$ cat config.mk
export PLATFORM = sky130hd
export DESIGN_NAME = scs_sequencer
export DESIGN_NICKNAME = d
export VERILOG_FILES = /design/src/rtl/scs_sync.v /design/src/rtl/scs_sequencer.v
export VERILOG_INCLUDE_DIRS = /design/src /design/src/rtl
export SDC_FILE = /design/constraint.sdc
export NUM_CORES = 1
export LEC_CHECK = 0
export BUFFER_PORTS_ARGS = -buffer_cell sky130_fd_sc_hd__buf_4
export CAP_MARGIN = 15
export CELL_PAD_IN_SITES_DETAIL_PLACEMENT = 0
export CELL_PAD_IN_SITES_GLOBAL_PLACEMENT = 1
export CORE_MARGIN = 1
export CORE_UTILIZATION = 53
export CTS_BUF_LIST = sky130_fd_sc_hd__clkbuf_4
export DETAILED_ROUTE_END_ITERATION = 16
export GPL_TIMING_DRIVEN = 0
export HOLD_SLACK_MARGIN = 0.1
export PLACE_DENSITY = 0.95
export SLEW_MARGIN = 20
export SYNTH_ARGS = -nofsm -noshare
export SYNTH_HDL_FRONTEND = slang
export SYNTH_HIERARCHICAL = 1
export SYNTH_SLANG_ARGS = --single-unit
$ cat constraint.sdc
create_clock -name ref_clk -period 6.45 [get_ports ref_clk]
set_input_delay 0.3225 -clock ref_clk [delete_from_list [all_inputs] [get_ports ref_clk]]
set_output_delay 0.3225 -clock ref_clk [all_outputs]
set_load 0.05 [all_outputs]
$ cat src/rtl/scs_map.vh
`ifndef SCS_MAP_VH
`define SCS_MAP_VH
`define SCS_CH_W          3
`define SCS_CH_LAST       3'h4
`define SCS_CH_ZERO       3'h0
`define SCS_POLE_W        5
`define SCS_DWELL_W       7
`define SCS_DWELL_MAX     7'h63
`define SCS_SEC_NS        1000000000
`define SCS_CLK_NS        25
`define SCS_SEC_CYCLES    (`SCS_SEC_NS / `SCS_CLK_NS)
`define SCS_SETTLE_NS     5000000
`define SCS_SETTLE_CYCLES (`SCS_SETTLE_NS / `SCS_CLK_NS)
`define SCS_CNT_W         26
`define SCS_ID_SW4        3
`endif

$ cat src/rtl/scs_sync.v
`timescale 1ns/100ps
// Two-stage synchroniser for a bus of asynchronous levels.
module scs_sync #(
   parameter W = 1
) (
   input  wire         clk,
   input  wire         rst_n,
   input  wire [W-1:0] din,
   output wire [W-1:0] dout
);
   reg [W-1:0] meta_ff;
   reg [W-1:0] sync_ff;
   always @(posedge clk or negedge rst_n) begin
      if (!rst_n) begin
         meta_ff <= {W{1'b0}};
         sync_ff <= {W{1'b0}};
      end else begin
         meta_ff <= din;
         sync_ff <= meta_ff;
      end
   end
   assign dout = sync_ff;
endmodule // scs_sync

$ cat src/rtl/scs_sequencer.v
`timescale 1ns/100ps
`include "scs_map.vh"
// What this block does
// - Outside a switch, exactly one of channels 0..4 reaches the shared input card.
// - Each step key press advances 0,1,2,3,4 then back to 0.
// - Each added channel may be selected directly or included in the scan.
// - Each added channel has its own dwell of 0..99 seconds during scanning.
// - Current poles make before break; voltage poles break before make.
// - Three-bit binary channel code, 000..100 for channels 0..4.
// - Code bits drive high for one and low for zero.
// - Remote commands act exactly as the local key and dwell actions.
// - Channels 0..4 map to remote curve slots 0..4.
// - Units of the shared card apply to all added channels.
// - One per-card resolution applies to all scanner channels.
// - Curve slot always follows channel; it is flagged valid only while identity switch 4 is open.
module scs_sequencer #(
   parameter SEC_CYCLES    = `SCS_SEC_CYCLES,
   parameter SETTLE_CYCLES = `SCS_SETTLE_CYCLES
) (
   input  wire        ref_clk,
   input  wire        nrst,
   input  wire        step_key_n,
   input  wire        remote_step,
   input  wire        remote_select,
   input  wire [2:0]  remote_channel,
   input  wire        remote_dwell_wr,
   input  wire [2:0]  remote_dwell_channel,
   input  wire [6:0]  remote_dwell_value,
   input  wire        scan_enable,
   input  wire [4:0]  scan_include,
   input  wire [3:0]  id_switch,
   input  wire [1:0]  card_units,
   input  wire [1:0]  card_resolution,
   output reg  [4:0]  current_pole_ff,
   output reg  [4:0]  voltage_pole_ff,
   output reg         channel_code_bit0,
   output reg         channel_code_bit1,
   output reg         channel_code_bit2,
   output reg  [2:0]  curve_slot_ff,
   output reg         curve_slot_valid_ff,
   output reg  [1:0]  units_ff,
   output reg  [1:0]  resolution_ff,
   output reg         busy_ff
);
   localparam ST_IDLE   = 3'h0;
   localparam ST_MAKE_I = 3'h1;
   localparam ST_BRK_I  = 3'h2;
   localparam ST_BRK_V  = 3'h3;
   localparam ST_MAKE_V = 3'h4;
   localparam [31:0]           SEC_LAST_W = SEC_CYCLES - 1;
   localparam [31:0]           SET_LAST_W = SETTLE_CYCLES - 1;
   localparam [`SCS_CNT_W-1:0] SEC_LAST   = SEC_LAST_W[`SCS_CNT_W-1:0];
   localparam [`SCS_CNT_W-1:0] SET_LAST   = SET_LAST_W[`SCS_CNT_W-1:0];

   reg        rst_meta_ff;
   reg        rst_n_ff;
   wire       rst_n = rst_n_ff;
   wire [4:0] pin_s;
   wire       key_s = pin_s[0];
   wire [3:0] id_s  = pin_s[4:1];
   reg        key_prev_ff;
   reg  [2:0] st_ff;
   reg  [2:0] nxt_st;
   reg  [2:0] chan_ff;
   reg  [2:0] tgt_ff;
   reg  [2:0] nxt_tgt;
   reg        nxt_go;
   reg  [`SCS_CNT_W-1:0] settle_ff;
   reg  [`SCS_CNT_W-1:0] sec_ff;
   reg  [6:0] dwell_left_ff;
   reg  [6:0] dwell_ff [0:4];
   wire       key_press = key_s & ~key_prev_ff;
   wire       settled = (settle_ff == SET_LAST);
   wire       sec_tick = (sec_ff == SEC_LAST);
   // A dwell of zero leaves at once; otherwise the stay ends with its last whole second.
   wire       dwell_done = (dwell_left_ff == 7'h00) ||
                           (sec_tick && dwell_left_ff == 7'h01);
   wire [4:0] tgt_hot = 5'h01 << tgt_ff;
   wire [4:0] cur_hot = 5'h01 << chan_ff;
   integer    k;

   always @(posedge ref_clk or negedge nrst) begin
      if (!nrst) begin
         rst_meta_ff <= 1'b0;
         rst_n_ff    <= 1'b0;
      end else begin
         rst_meta_ff <= 1'b1;
         rst_n_ff    <= rst_meta_ff;
      end
   end

   // The key enters inverted, so a pressed key reads one and the synchroniser's
   // cleared state matches the idle key: no false press follows reset.
   scs_sync #(.W(5)) u_pin_sync (
      .clk   (ref_clk),
      .rst_n (rst_n),
      .din   ({id_switch, ~step_key_n}),
      .dout  (pin_s)
   );

   function [2:0] next_ch;
      input [2:0] c;
      begin
         if (c == `SCS_CH_LAST)
            next_ch = `SCS_CH_ZERO;
         else
            next_ch = c + 3'h1;
      end
   endfunction

   // Next channel of the scan: first included channel after the current one.
   function [2:0] next_scan;
      input [2:0] c;
      input [4:0] inc;
      reg   [2:0] p;
      integer     i;
      begin
         p = c;
         next_scan = c;
         for (i = 0; i < 5; i = i + 1) begin
            p = next_ch(p);
            if (inc[p] && next_scan == c)
               next_scan = p;
         end
      end
   endfunction

   // Request arbitration; remote requests are the same actions as the key.
   always @* begin
      nxt_go  = 1'b0;
      nxt_tgt = chan_ff;
      if (remote_select && remote_channel <= `SCS_CH_LAST) begin
         nxt_go  = 1'b1;
         nxt_tgt = remote_channel;
      end else if (key_press || remote_step) begin
         nxt_go  = 1'b1;
         nxt_tgt = next_ch(chan_ff);
      end else if (scan_enable && dwell_done) begin
         nxt_go  = 1'b1;
         nxt_tgt = next_scan(chan_ff, scan_include | 5'h01);
      end
   end

   // Make-before-break on current poles, break-before-make on voltage poles.
   always @* begin
      nxt_st = st_ff;
      case (st_ff)
         ST_IDLE:   if (nxt_go && nxt_tgt != chan_ff) nxt_st = ST_MAKE_I;
         ST_MAKE_I: if (settled) nxt_st = ST_BRK_I;
         ST_BRK_I:  if (settled) nxt_st = ST_BRK_V;
         ST_BRK_V:  if (settled) nxt_st = ST_MAKE_V;
         ST_MAKE_V: if (settled) nxt_st = ST_IDLE;
         default:   nxt_st = ST_IDLE;
      endcase
   end

   always @(posedge ref_clk or negedge rst_n) begin
      if (!rst_n) begin
         key_prev_ff   <= 1'b0;
         st_ff         <= ST_IDLE;
         chan_ff       <= `SCS_CH_ZERO;
         tgt_ff        <= `SCS_CH_ZERO;
         settle_ff     <= {`SCS_CNT_W{1'b0}};
         sec_ff        <= {`SCS_CNT_W{1'b0}};
         dwell_left_ff <= 7'h00;
         current_pole_ff <= 5'h01;
         voltage_pole_ff <= 5'h01;
         channel_code_bit0 <= 1'b0;
         channel_code_bit1 <= 1'b0;
         channel_code_bit2 <= 1'b0;
         curve_slot_ff <= `SCS_CH_ZERO;
         curve_slot_valid_ff <= 1'b0;
         units_ff      <= 2'h0;
         resolution_ff <= 2'h0;
         busy_ff       <= 1'b0;
         for (k = 0; k < 5; k = k + 1)
            dwell_ff[k] <= 7'h00;
      end else begin
         key_prev_ff <= key_s;
         st_ff       <= nxt_st;
         busy_ff     <= (nxt_st != ST_IDLE);
         units_ff      <= card_units;
         resolution_ff <= card_resolution;
         if (remote_dwell_wr && remote_dwell_channel <= `SCS_CH_LAST &&
             remote_dwell_value <= `SCS_DWELL_MAX)
            dwell_ff[remote_dwell_channel] <= remote_dwell_value;
         if (st_ff == ST_IDLE || settled)
            settle_ff <= {`SCS_CNT_W{1'b0}};
         else
            settle_ff <= settle_ff + 1'b1;
         if (st_ff != ST_IDLE || !scan_enable || sec_ff == SEC_LAST)
            sec_ff <= {`SCS_CNT_W{1'b0}};
         else
            sec_ff <= sec_ff + 1'b1;
         // Dwell is reloaded on arrival and counted down once per second while idle.
         if (st_ff == ST_MAKE_V && settled)
            dwell_left_ff <= dwell_ff[tgt_ff];
         else if (st_ff == ST_IDLE && sec_tick && dwell_left_ff > 7'h01)
            dwell_left_ff <= dwell_left_ff - 7'h01;
         case (st_ff)
            ST_IDLE: if (nxt_st == ST_MAKE_I) begin
               tgt_ff <= nxt_tgt;
               current_pole_ff <= cur_hot | (5'h01 << nxt_tgt);
            end
            ST_MAKE_I: if (settled) current_pole_ff <= tgt_hot;
            ST_BRK_I:  if (settled) voltage_pole_ff <= 5'h00;
            ST_BRK_V:  if (settled) voltage_pole_ff <= tgt_hot;
            ST_MAKE_V: if (settled) begin
               chan_ff <= tgt_ff;
               channel_code_bit0 <= tgt_ff[0];
               channel_code_bit1 <= tgt_ff[1];
               channel_code_bit2 <= tgt_ff[2];
               // The slot moves on the same edge as the code so the two never disagree.
               curve_slot_ff <= tgt_ff;
            end
            default: ;
         endcase
         curve_slot_valid_ff <= ~id_s[`SCS_ID_SW4];
      end
   end
endmodule // scs_sequencer

==> flow_summary.json, run 1 <==
{
  "critPathRequiredTime_ns": 6.89,
  "worst_setup_path_end_kind": "flop",
  "drt_pre_antenna_iters": 5,
  "whs_ns": 0.219,
  "cp.arrival_ns": 6.57,
  "mostFrequentLayoutCell": "dfrtp_1",
  "drive_above_1_share_pct": 24.8,
  "r2r_start": "chan_ff[0]$_DFFE_PN0P_",
  "fin_ws_ns": 0.316,
  "drt_iter0_markers": 462,
  "initial_utilization_pct": 54.8,
  "fin_area_sq_um": 8560,
  "status": "completed",
  "cpPeakStageDelay_ns": 0.44,
  "dpl_cell_area_sq_um": 7970,
  "place_inst": 969,
  "fin_cells": 1025,
  "r2r_cells": 25,
  "cp_max_fo": 10,
  "design.core.area_sq_um": 13300,
  "drv_slew": 0,
  "pre_cts_slack_ns": -0.622,
  "cts.reportedPaths.clkPinSlew_ns": 0.12,
  "vdd_drop_max_mv": 0.202,
  "layout.nets": 879,
  "htreeDepth": 4,
  "io_pins": 55,
  "clock.fmax_mhz": 163,
  "fp-row-count": 42,
  "power.total_mw": 2.03,
  "mostFrequentLayoutCells": "121 x dfrtp_1, 84 x nor2_1, 68 x nand2_1",
  "max_cap_viol_count": 0,
  "crit_buf_inv": 5,
  "grt_pass1_vias": 6006,
  "fin_crit_ns": 6.13,
  "fill_cells": 1135,
  "die_area_sq_um": 14300,
  "worst_path_max_delay_cell": "dfrtp_2",
  "timing.rr.end": "current_pole_ff[4]$_DFFE_PN0P_",
  "cts_tree": "done",
  "hp-class": "flop to asynchronous set/reset pin",
  "antenna_found_initial": 1,
  "numCtsBuffers": 17,
  "avgRoutedWirePerCell_um": 16.9,
  "root_buffer": "clkbuf_4",
  "clock_sinks": 126,
  "clock_latency_ns": 0.56,
  "die_h_um": 119,
  "rsz0062_at_grt": "false",
  "multi_input_area_sq_um": 3960,
  "drc": 0,
  "tightest_slew_ns": 0.802,
  "finalHoldViolations": 0,
  "grt_max_degree": 55,
  "reg2reg_slack_ns": 0.32,
  "vias": 6122,
  "p_leak_nw": 3.67,
  "relSlewSlack_pct": 46.1,
  "ys_warn_count": 6,
  "pwr_density_cell_nw_per_um2": 237,
  "syn_inst": 741,
  "fin_crit_sh_pct": 95.1,
  "dp_hpwl_mm": 12.1,
  "skew_ns": 0.0266,
  "area_growth_pct": 17.1,
  "cts_max_path_buffers": 2,
  "critPathKind": "flop to flop",
  "grt_use_total_pct": 25.5,
  "ff_latch_area_sq_um": 3160,
  "cpLargestDelayFamily": "compound AO/OA/AOI/OAI gates",
  "drt-vias-per-instance": 5.97,
  "die_w_um": 119,
  "gp_congestion": 0.875,
  "drtAntennaViolNets": 0,
  "avgSynthCellArea_sq_um": 9.87,
  "start_kind": "flop",
  "drt_wl_total_mm": 17.4,
  "setup_viol": 0,
  "synth_nets": 785,
  "portBuffers": 50,
  "grt_overflow_total": 0,
  "grt_pass1_wl_mm": 29.1,
  "syn_area_sq_um": 7310
}
-- registers in the layout, summed over array words and instances, names as in the netlist --
signal	count
units_ff	2
voltage_pole_ff	5
key_prev_ff	1
current_pole_ff	5
rst_n	1
dwell_left_ff	7
u_pin_sync/meta_ff	2
settle_ff	26
tgt_ff	3
channel_code_bit2	1
rst_meta_ff	1
chan_ff	2
busy_ff	1
resolution_ff	2
dwell_ff	35
st_ff	3
sec_ff	26
curve_slot_valid_ff	1
u_pin_sync/dout	2
-- stage by stage --
step,setup TNS [ns],util (%)
floorplan,0,-
global placement,-3.12,59.2
detailed placement,-4.86,59.7
CTS,0,63.6
global route,0,64.1
finish,0,64.1
-- layer usage --
layer	vias up	wire length (um)	global-route usage, %	share of wire [%]
met5	-	0	0	0
met4	0	315	8.59	1.8
met3	39	759	4.74	4.4
met2	195	8790	42.8	51
met1	3014	7500	33.3	43
li1	2874	-	-	-
-- report_power, final --
| group | internal (mW) | switching [mW] |
|---|---|---|
| combinational | 0.228 | 0.282 |
| clock | 0.267 | 0.306 |
| sequential | 0.889 | 0.0596 |
-- worst max path at each step --
stage	start	endpoint	slack (ns)	cells after the start
final	chan_ff[0]$_DFFE_PN0P_	current_pole_ff[4]$_DFFE_PN0P_	0.32	25
after global routing	chan_ff[0]$_DFFE_PN0P_	current_pole_ff[4]$_DFFE_PN0P_	0.0009	24
after CTS	chan_ff[1]$_DFFE_PN0P_	current_pole_ff[4]$_DFFE_PN0P_	0.11	24
after detailed placement	chan_ff[1]$_DFFE_PN0P_	current_pole_ff[2]$_DFFE_PN0P_	-0.62	23
after global placement	chan_ff[1]$_DFFE_PN0P_	current_pole_ff[3]$_DFFE_PN0P_	-0.44	23
after floorplan	chan_ff[0]$_DFFE_PN0P_	current_pole_ff[1]$_DFFE_PN0P_	0.16	24
-- cell type report --
cell class	instances	area share [%]
Multi-Input combinational cell	560	46.3
Antenna cell	1	0.0292
Tap cell	176	2.57
Inverter	26	1.24
Timing Repair Buffer	76	7.60
Buffer	28	1.83
Clock inverter	15	2.00
Clock buffer	17	1.49
Sequential cell	126	36.9
-- repair_timing --
item,4_1_cts,5_1_grt
buffers inserted,3,5
setup endpoints to repair,10,10
cloned,0,0
gates resized for setup,11,6
endpoints found under the hold margin,44,0
pin swaps,2,5
hold buffers,16,0
No activity file was read; power rests on OpenSTA's default activity.
==> inputs of run 2 (changes only) <==
CORE_UTILIZATION = 50   (was 53)
GPL_TIMING_DRIVEN = not set   (was 0)
PLACE_DENSITY = 0.91   (was 0.95)
==> run 2 against run 1 <==
Total power decreased by 4.2%; critical endpoint is now current_pole_ff[3]$_DFFE_PN0P_; combinational power decreased by 15%; wire length decreased by 4.3%; sequential power increased by 5.0%; count of clock-buffer cells in the layout increased by 1; cell count decreased by 2.0%; die area increased by 5.9%; global-route usage decreased by 1.6 points; setup slack improved by 0.10 ns; clock skew decreased by 0.013 ns; final area decreased by 2.8%; flip-flop and latch count unchanged.
==> flow_summary.json, run 2 (synthesis results as in run 1) <==
{
  "vdd_drop_max_mv": 0.216,
  "r2r_cells": 24,
  "drc": 0,
  "layout.nets": 856,
  "design.core.area_sq_um": 14100,
  "area_growth_pct": 13.8,
  "skew_ns": 0.0132,
  "fill_cells": 1199,
  "drv_slew": 0,
  "die_h_um": 123,
  "dp_hpwl_mm": 11.7,
  "critPathKind": "flop to flop",
  "clock.fmax_mhz": 166,
  "die_area_sq_um": 15100,
  "regMostFlops": "dwell_ff",
  "grt_pass1_wl_mm": 28.0,
  "relSlewSlack_pct": 44.3,
  "start_kind": "flop",
  "cp.arrival_ns": 6.45,
  "io_pins": 55,
  "fin_crit_sh_pct": 93.5,
  "die_w_um": 123,
  "drive_above_1_share_pct": 24.1,
  "place_inst": 957,
  "mostFrequentLayoutCells": "123 x dfrtp_1, 84 x nor2_1, 68 x nand2_1",
  "setup_viol": 0,
  "rsz0062_at_grt": "false",
  "fp-row-count": 43,
  "largest_reg_flops": 35,
  "worst_setup_path_end_kind": "flop",
  "root_buffer": "clkbuf_4",
  "initial_utilization_pct": 51.9,
  "htreeDepth": 4,
  "post-cts-setup-buffer-count": 0,
  "cts.reportedPaths.clkPinSlew_ns": 0.12,
  "vias": 5860,
  "clock_sinks": 126,
  "reg2reg_slack_ns": 0.42,
  "finalHoldViolations": 0,
  "p_leak_nw": 3.58,
  "antenna_found_initial": 0,
  "avgRoutedWirePerCell_um": 16.5,
  "status": "completed",
  "drtAntennaViolNets": 0,
  "cp_max_fo": 7,
  "drt_wl_total_mm": 16.6,
  "grt_overflow_total": 0,
  "pwr_density_cell_nw_per_um2": 234,
  "grt_use_total_pct": 23.9,
  "critPathRequiredTime_ns": 6.87,
  "portBuffers": 50,
  "gp_congestion": 0.885,
  "fin_cells": 1005,
  "antenna_cells": 0,
  "hp-class": "flop to asynchronous set/reset pin",
  "setup_tns_ns": 0,
  "numCtsBuffers": 17,
  "mostFrequentLayoutCell": "dfrtp_1",
  "fin_crit_ns": 6.03,
  "reg_top3": "dwell_ff: 35 flops, sec_ff: 26 flops, settle_ff: 26 flops",
  "grt_pass1_vias": 5791,
  "drt_pre_antenna_iters": 6,
  "drt-vias-per-instance": 5.83,
  "cts_max_path_buffers": 2,
  "cts_tree": "done",
  "max_cap_viol_count": 0,
  "drt_iter0_markers": 391,
  "clock_latency_ns": 0.52,
  "grt_max_degree": 82,
  "tightest_slew_ns": 0.836
}
==> run 2: cell count changes in the layout (fill, tap and decap cells not counted), moves of 3 or more <==
| cell | change |
|---|---|
| inv_1 | +3 |
| buf_6 | -4 |
| buf_4 | +3 |
| inv_6 | +3 |
| clkbuf_1 | -18 |
==> run 2: through the flow <==
step / util (%) / cell area [sq um] / power, mW / setup WS, ns / hold WS, ns
final: 59.0 / 8320 / 1.95 / 0.416 / 0.327
after global routing: 59.0 / 8320 / 2.05 / 0.0411 / 0.291
after CTS: 58.9 / 8300 / 1.96 / 0.302 / 0.309
after detailed placement: 55.8 / 7870 / 1.44 / 0.329 / 0.107
after global placement: 55.8 / 7870 / 1.42 / 0.519 / 0.104
after floorplan: - / 7310 / 1.31 / 0.163 / 0.0269
==> run 2: power breakdown <==
| part | internal (mW) | total [mW] | switching [mW] |
|---|---|---|---|
| registers | 0.888 | 0.996 | 0.107 |
| logic | 0.214 | 0.436 | 0.222 |
| clock network | 0.201 | 0.515 | 0.314 |
==> run 2: what timing repair did <==
action                                 4_1_cts  5_1_grt
hold buffers                                16        0
endpoints found under the hold margin       44        0
setup endpoints to repair                    0        7
gates resized for setup                      0        4
==> run 2: final timing paths <==
| kind | start | end |
|---|---|---|
| hold reg to reg | rst_n$_DFF_PN0_ | sec_ff[21]$_DFF_PN0_ |
| max in group asynchronous | rst_n$_DFF_PN0_ | current_pole_ff[4]$_DFFE_PN0P_ |
| setup / recovery | chan_ff[1]$_DFFE_PN0P_ | current_pole_ff[3]$_DFFE_PN0P_ |
| setup reg to reg | chan_ff[1]$_DFFE_PN0P_ | current_pole_ff[3]$_DFFE_PN0P_ |
| min in group ref_clk | remote_dwell_channel[1] | dwell_ff[22]$_DFFE_PN0P_ |
| hold / removal | rst_n$_DFF_PN0_ | sec_ff[21]$_DFF_PN0_ |
==> run 2: layout make-up <==
class / count / area, sq um / area share (%)
clock buffers: 18 / 135 / 1.62
clock inverters: 14 / 135 / 1.62
inverters: 26 / 97.6 / 1.17
multi-input cells: 560 / 3920 / 47.1
flip-flops and latches: 126 / 3160 / 38.0
well taps: 180 / 225 / 2.71
repair buffers: 81 / 652 / 7.83
==> run 2: routing by layer <==
layer / track usage, % / up-vias / routed length (um)
met4: 7.09 / 0 / 206
li1: - / 2819 / -
met2: 40.1 / 113 / 8290
met3: 5.03 / 17 / 516
met5: 0 / - / 0
met1: 31.1 / 2911 / 7600
==> run 2: critical path, cell delays in order, from the launching register on <==
cell,delay (ns)
dfrtp_1,0.39
inv_1,0.22
ha_2,0.34
a21oi_2,0.08
inv_1,0.14
ha_1,0.24
nand2b_1,0.11
a21o_1,0.26
clkinv_1,0.08
ha_1,0.21
nor4_1,0.08
mux2_2,0.29
or2_1,0.27
a211oi_1,0.26
a21oi_1,0.13
a2111oi_4,0.31
mux2i_2,0.36
xnor2_2,0.16
a211o_2,0.36
nor3_4,0.21
a221oi_2,0.15
o31ai_1,0.30
o211ai_2,0.21
a211oi_4,0.37
mux2_2,0.38
